## config.mk

```make
export PLATFORM = sky130hd
export DESIGN_NAME = periph_ratio_sel_and_rc_postscaler_ctrl
export DESIGN_NICKNAME = d
export VERILOG_FILES = /design/src/core/ratio_decode.v /design/src/core/postscale_decode.v /design/src/core/periph_ratio_sel_and_rc_postscaler_ctrl.v
export VERILOG_INCLUDE_DIRS = /design/src /design/src/pkg
export SDC_FILE = /design/constraint.sdc
export NUM_CORES = 1
export LEC_CHECK = 0
export BUFFER_PORTS_ARGS = -buffer_cell sky130_fd_sc_hd__buf_2
export CAP_MARGIN = 20
export CORE_MARGIN = 2
export CORE_UTILIZATION = 38
export CTS_CLUSTER_SIZE = 28
export DETAILED_ROUTE_END_ITERATION = 6
export PLACE_DENSITY = 0.78
export SYNTH_ARGS = -nofsm -noshare
export SYNTH_HDL_FRONTEND = slang
export SYNTH_HIERARCHICAL = 1
export SYNTH_SLANG_ARGS = --single-unit
```

## constraint.sdc

```tcl
create_clock -name clock -period 1.1 [get_ports clock]
set_clock_uncertainty 0.15 [all_clocks]
set_input_delay 0.055 -clock clock [delete_from_list [all_inputs] [get_ports clock]]
set_output_delay 0.055 -clock clock [all_outputs]
set_load 0.005 [all_outputs]
```

## src/pkg/clock_divider_defines.vh

```
// Constants for the clock divider control block
`ifndef CLOCK_DIVIDER_DEFINES_VH
`define CLOCK_DIVIDER_DEFINES_VH
`define REG_ADDR_WIDTH 4
`define ADDR_CLOCK_DIVIDER_CONTROL 4'h0
`define BIT_RECOVER_ON_IRQ 15
`define BIT_RATIO_MSB 14
`define BIT_RATIO_LSB 12
`define BIT_RATIO_APPLY_EN 11
`define BIT_POSTSCALE_MSB 10
`define BIT_POSTSCALE_LSB 8
`define BIT_FIXED_ONE 6
`define RESET_RECOVER_ON_IRQ 1'h0
`define RESET_PERIPH_RATIO_SEL 3'h3
`define RESET_RATIO_APPLY_EN 1'h0
`define RESET_FAST_RC_POSTSCALE 3'h1
`define RATIO_ONE_TO_ONE 3'h0
`define POSTSCALE_DIV256_CODE 3'h7
`define POSTSCALE_DIV256_SHIFT 4'h8
`define FAST_RC_OSC_KHZ 8000
`define READ_ZERO 16'h0000
`endif

```

## src/core/ratio_decode.v

```verilog
// Periph_ratio_sel ratio decode: shift count of the peripheral clock ratio
`timescale 1ns/1ps
`default_nettype none
`include "clock_divider_defines.vh"
module ratio_decode (
  input wire applyEn,
  input wire [2:0] ratioSel,
  output reg [2:0] ratioShift
);
  // Code n means 1:2^n; disabled periph_ratio_sel forces 1:1
  always @* begin
    if (applyEn) begin
      ratioShift = ratioSel;
    end else begin
      ratioShift = `RATIO_ONE_TO_ONE;
    end
  end
endmodule // ratio_decode
`default_nettype wire

```

## src/core/postscale_decode.v

```verilog
// Fast RC postscaler decode: code to power-of-two shift
`timescale 1ns/1ps
`default_nettype none
`include "clock_divider_defines.vh"
module postscale_decode (
  input wire [2:0] postscaleSel,
  output reg [3:0] postscaleShift
);
  // Codes 0..6 divide by 2^code; top code jumps to divide-by-256
  always @* begin
    if (postscaleSel == `POSTSCALE_DIV256_CODE) begin
      postscaleShift = `POSTSCALE_DIV256_SHIFT;
    end else begin
      postscaleShift = {1'b0, postscaleSel};
    end
  end
endmodule // postscale_decode
`default_nettype wire

```

## src/core/periph_ratio_sel_and_rc_postscaler_ctrl.v

```verilog
// Clock divider control register with periph_ratio_sel and fast RC postscaler selection
`timescale 1ns/1ps
`default_nettype none
`include "clock_divider_defines.vh"
// Notes on behaviour
// - With recover set, an interrupt clears periph_ratio_sel enable, ratio back to 1:1.
// - Periph_ratio_sel enable applies the ratio field; otherwise ratio is forced 1:1.
// - Ratio code n selects a CPU-to-peripheral ratio of 1:2^n.
// - Postscaler code n divides by 2^n, top code divides by 256.
module periph_ratio_sel_and_rc_postscaler_ctrl (
  input wire clock,
  input wire resetn,
  input wire [`REG_ADDR_WIDTH-1:0] address,
  input wire [15:0] writeData,
  input wire writeStrobe,
  input wire readStrobe,
  input wire irqEvent,
  output reg [15:0] readData,
  output reg [2:0] ratioShift,
  output reg [3:0] postscaleShift,
  output reg dozeActive
);
  reg recover_on_irq_reg;
  reg recover_on_irq_next;
  reg [2:0] periph_ratio_sel_reg;
  reg [2:0] periph_ratio_sel_next;
  reg ratio_apply_en_reg;
  reg ratio_apply_en_next;
  reg [2:0] fast_rc_postscale_reg;
  reg [2:0] fast_rc_postscale_next;
  reg [15:0] regImage;
  wire hitDivider;
  wire [2:0] ratioShiftNext;
  wire [3:0] postscaleShiftNext;

  assign hitDivider = (address == `ADDR_CLOCK_DIVIDER_CONTROL);

  // Next register values; an interrupt wins over a same-cycle write of enable
  always @* begin
    recover_on_irq_next = recover_on_irq_reg;
    periph_ratio_sel_next = periph_ratio_sel_reg;
    ratio_apply_en_next = ratio_apply_en_reg;
    fast_rc_postscale_next = fast_rc_postscale_reg;
    if (writeStrobe && hitDivider) begin
      recover_on_irq_next = writeData[`BIT_RECOVER_ON_IRQ];
      periph_ratio_sel_next = writeData[`BIT_RATIO_MSB:`BIT_RATIO_LSB];
      ratio_apply_en_next = writeData[`BIT_RATIO_APPLY_EN];
      fast_rc_postscale_next = writeData[`BIT_POSTSCALE_MSB:`BIT_POSTSCALE_LSB];
    end
    // Recover uses the bit as it stands before this cycle's write
    if (irqEvent && recover_on_irq_reg) begin
      ratio_apply_en_next = 1'b0;
    end
  end

  // Register state
  always @(posedge clock or negedge resetn) begin
    if (!resetn) begin
      recover_on_irq_reg <= `RESET_RECOVER_ON_IRQ;
      periph_ratio_sel_reg <= `RESET_PERIPH_RATIO_SEL;
      ratio_apply_en_reg <= `RESET_RATIO_APPLY_EN;
      fast_rc_postscale_reg <= `RESET_FAST_RC_POSTSCALE;
    end else begin
      recover_on_irq_reg <= recover_on_irq_next;
      periph_ratio_sel_reg <= periph_ratio_sel_next;
      ratio_apply_en_reg <= ratio_apply_en_next;
      fast_rc_postscale_reg <= fast_rc_postscale_next;
    end
  end

  // Read image; only bit 6 of the low byte is a fixed one
  always @* begin
    regImage = `READ_ZERO;
    regImage[`BIT_RECOVER_ON_IRQ] = recover_on_irq_reg;
    regImage[`BIT_RATIO_MSB:`BIT_RATIO_LSB] = periph_ratio_sel_reg;
    regImage[`BIT_RATIO_APPLY_EN] = ratio_apply_en_reg;
    regImage[`BIT_POSTSCALE_MSB:`BIT_POSTSCALE_LSB] = fast_rc_postscale_reg;
    regImage[`BIT_FIXED_ONE] = 1'b1;
  end

  ratio_decode ratioDecode (
    .applyEn(ratio_apply_en_next),
    .ratioSel(periph_ratio_sel_next),
    .ratioShift(ratioShiftNext)
  );

  postscale_decode postscaleDecode (
    .postscaleSel(fast_rc_postscale_next),
    .postscaleShift(postscaleShiftNext)
  );

  // Shift and doze outputs registered from next values so they track the register exactly; readData samples the current image
  always @(posedge clock or negedge resetn) begin
    if (!resetn) begin
      readData <= `READ_ZERO;
      ratioShift <= `RATIO_ONE_TO_ONE;
      postscaleShift <= {1'b0, `RESET_FAST_RC_POSTSCALE};
      dozeActive <= `RESET_RATIO_APPLY_EN;
    end else begin
      // Unmapped reads and idle cycles return zero
      if (readStrobe && hitDivider) begin
        readData <= regImage;
      end else begin
        readData <= `READ_ZERO;
      end
      ratioShift <= ratioShiftNext;
      postscaleShift <= postscaleShiftNext;
      dozeActive <= ratio_apply_en_next;
    end
  end
endmodule // periph_ratio_sel_and_rc_postscaler_ctrl
`default_nettype wire

```

==> flow_summary.json <==
{
  "maximum_frequency_from_static_timing_analysis_mhz": 871,
  "most_area_hungry_cell_type_in_the_yosys_netlist": "sky130_fd_sc_hd__dfrtp_1",
  "ys_types": 13,
  "yosysMostFrequentCell": "sky130_fd_sc_hd__dfrtp_1",
  "post_drt_via_cell_ratio": 4.34,
  "powerDensity_nw_per_um2": 1570,
  "p_switching_mw": 0.457,
  "p_leak_nw": 0.732,
  "detailedRoute.firstPassIterationCount": 2,
  "initial_util": 0.408,
  "cts_buffers": 3,
  "synth-compound-area-share": 0.0247,
  "grt.busiest_layer": "met2",
  "required_ns": 0.89,
  "ctsRootBufferMaster": "sky130_fd_sc_hd__clkbuf_4",
  "setup_total_negative_slack_ns": -0.182,
  "drtIter0Drc": 3,
  "tritoncts_num_sinks": 24,
  "detail_route.wl_per_cell_um": 12.3,
  "timing.critical_path.buf_inv": 1,
  "design.die.area_um2": 2800,
  "global_placement_routability_congestion": 0.700,
  "most_common_flop_cell_mapped_by_yosys": "sky130_fd_sc_hd__dfrtp_1",
  "grt_pass1_vias": 618,
  "ctsHoldBuffers": 10,
  "reg_top3": "readData x9, postscaleShift x4",
  "critical_path.cell_chain": "buf_6",
  "layout_cells_sized_above_1": 0.607,
  "buffer_ports.inserted": 33,
  "largest_net_degree_at_the_start_of_global_routing": 25,
  "postLayoutSetupSlackWorst_ns": -0.0476,
  "final_cell_area_um2": 1320,
  "synthSimpleGateAreaFrac": 0.151,
  "netSwitchingFraction": 0.220,
  "dp_cells": 124,
  "synth-seq-cells": 24,
  "io_pins": 49,
  "gr-total-overflow": 0,
  "multiplexer_share_of_the_synthesized_area": 0.0975,
  "ant_nets": 0,
  "slowest_stage": "sky130_fd_sc_hd__dfstp_2",
  "timing.critical_path.to_type": "output port",
  "routed_wl_um": 1720,
  "post_synth_inst_count": 61,
  "cell_family_with_the_largest_share_of_critical_path_delay": "flip-flops",
  "grtUsageTotal": 0.148,
  "max_stage_delay_ns": 0.55,
  "timing.final.crit_period_ns": 1.15,
  "arithmetic_cell_share_of_the_synthesized_area_counting_full_adders_half_adders_and_majority_gates": 0,
  "netlist_top_cells_area": "sky130_fd_sc_hd__dfrtp_1 55%, sky130_fd_sc_hd__dfstp_2 12%, sky130_fd_sc_hd__mux2_2 8.7%",
  "dpl.hpwl_um": 1160,
  "diodes": 0,
  "setup.reg_to_reg.worst_slack_ns": -0.02,
  "cell_internal_pwr_mw": 1.62,
  "critPathMaxFanout": 1,
  "gr-usage-met3": 0.0254,
  "synthArstFlopShare": 1.00,
  "largest_register_ffs": 9,
  "grt_antenna_before_repair": 0,
  "placement_rows": 17,
  "dieWidth_um": 53.0,
  "area_growth_syn_to_layout_pct": 45.3,
  "largest-register": "readData",
  "dominant_combinational_cell_family_by_area_after_synthesis": "simple AND/OR/NAND/NOR gates",
  "rsz_0062_raised_after_global_routing": "yes",
  "failing_checks": "negative hold slack, negative setup slack",
  "htree_num_levels": 1,
  "max_slew_margin": 0.663,
  "post_synth_edffs": 0,
  "layout.nets": 138,
  "min_period_over_period": 1.04,
  "synthesis_warnings": 6,
  "final-setup-viol-count": 7,
  "grt_pass1_wl_um": 2770,
  "startpoint_type": "register",
  "grtUsageMet1": 0.177,
  "pwr-share-comb": 0.193,
  "class_of_the_worst_hold_path": "in -> reg",
  "insertion_delay_ns": 0.31,
  "route.vias.total": 608,
  "clkPwrFrac": 0.298,
  "design.core.area_um2": 2230,
  "placedInstanceArea_um2": 1110,
  "finish.cell_count_without_fillers": 140,
  "cap_viol_max_count": 0,
  "seq_area_frac_synth": 0.665,
  "clock_tree_from_tritoncts": "built",
  "ys_top_cells_by_count": "20 x sky130_fd_sc_hd__dfrtp_1, 9 x sky130_fd_sc_hd__and3_2, 7 x sky130_fd_sc_hd__buf_4, 7 x sky130_fd_sc_hd__mux2_2, 4 x sky130_fd_sc_hd__dfstp_2",
  "worstSetupPathType": "reg -> out",
  "post-route-drc-count": 0,
  "run_status": "complete, but fails checks",
  "measured_slew_at_the_worst_slew_check_pin_ns": 0.505,
  "slew_violations": 0,
  "hold_ws_ns": -0.0608,
  "die_y_um": 53.0,
  "top_cell_type_s_share_of_synthesized_area": 0.549,
  "totalPowerFinal_mw": 2.08,
  "clkSlewWorstSetupHoldPaths_ns": 0.13,
  "vdd_ir_drop_max_v": 0.00108,
  "grtUsageMet2": 0.233,
  "finalHoldViolCount": 1,
  "critical_path_arrival_ns": 0.94,
  "power.share.sequential": 0.509,
  "syn_area_um2": 911,
  "clk_path_buf_depth": 2,
  "syn_avg_cell_area_um2": 14.9,
  "synth-xor-area-share": 0
}
-- power by group through the flow --
stage	sequential, mW	clock [mW]	combinational (mW)
after floorplan	1.07	0	0.150
after global placement	1.07	0	0.274
after detailed placement	1.07	0	0.285
after CTS	1.05	0.637	0.356
after global routing	1.07	0.680	0.435
final	1.06	0.620	0.400
-- kinds of logic (layout without fill, tap and decap cells) --
| family | after synthesis | in the layout |
|---|---|---|
| simple gates | 18 | 18 |
| mux | 8 | 8 |
| buf+inv | 7 | 52 |
| compound gates | 3 | 3 |
| flops | 24 | 24 |
| other cells | 1 | 7 |
-- per-stage QoR --
stage	setup slack [ns]	util
after floorplan	-0.282	-
after global routing	-0.0922	0.593
after detailed placement	-0.415	0.497
after CTS	-0.0637	0.582
final	-0.0476	0.593
after global placement	-0.325	0.497
-- area by class of cell --
class	count	area, µm²
fill	180	910
timing repair buffer	48	325
sequential	24	606
multi-input combinational	36	305
clock inverter	1	30.0
tap	28	35.0
clock buffer	3	22.5
-- layer usage --
| metal | up-vias | wire length, µm |
|---|---|---|
| met3 | 2 | 105 |
| met4 | 0 | 40 |
| li1 | 295 | - |
| met2 | 21 | 862 |
| met5 | - | 0 |
| met1 | 290 | 712 |
-- path summary, 6_finish.rpt --
check,from,endpoint,cells past startpoint
min in group asynchronous,resetn,readData[15],2
max in group asynchronous,resetn,periph_ratio_sel_reg[1],2
max,postscaleShift[0],postscaleShift[0],1
min reg2reg,periph_ratio_sel_reg[2],periph_ratio_sel_reg[2],1
min,irqEvent,dozeActive,4
max reg2reg,recover_on_irq_reg,ratioShift[0],4
-- placed cells by master (no fill, tap or decap), drive strengths merged --
cell type	n
buf	38
a21boi	3
dlygate4sd3	10
mux2i	1
dfstp	4
clkbuf	3
nor4	1
and2	4
nand2	4
mux2	7
conb	7
and3	9
dfrtp	20
bufinv	1
-- what timing repair did --
action                                  4_1_cts  5_1_grt
endpoints found under the setup margin        7        9
gates resized for setup                       8        5
endpoints found under the hold margin        47        1
pin swaps                                     5        6
setup buffers                                 1        1
(Power assumes the default switching activity.)
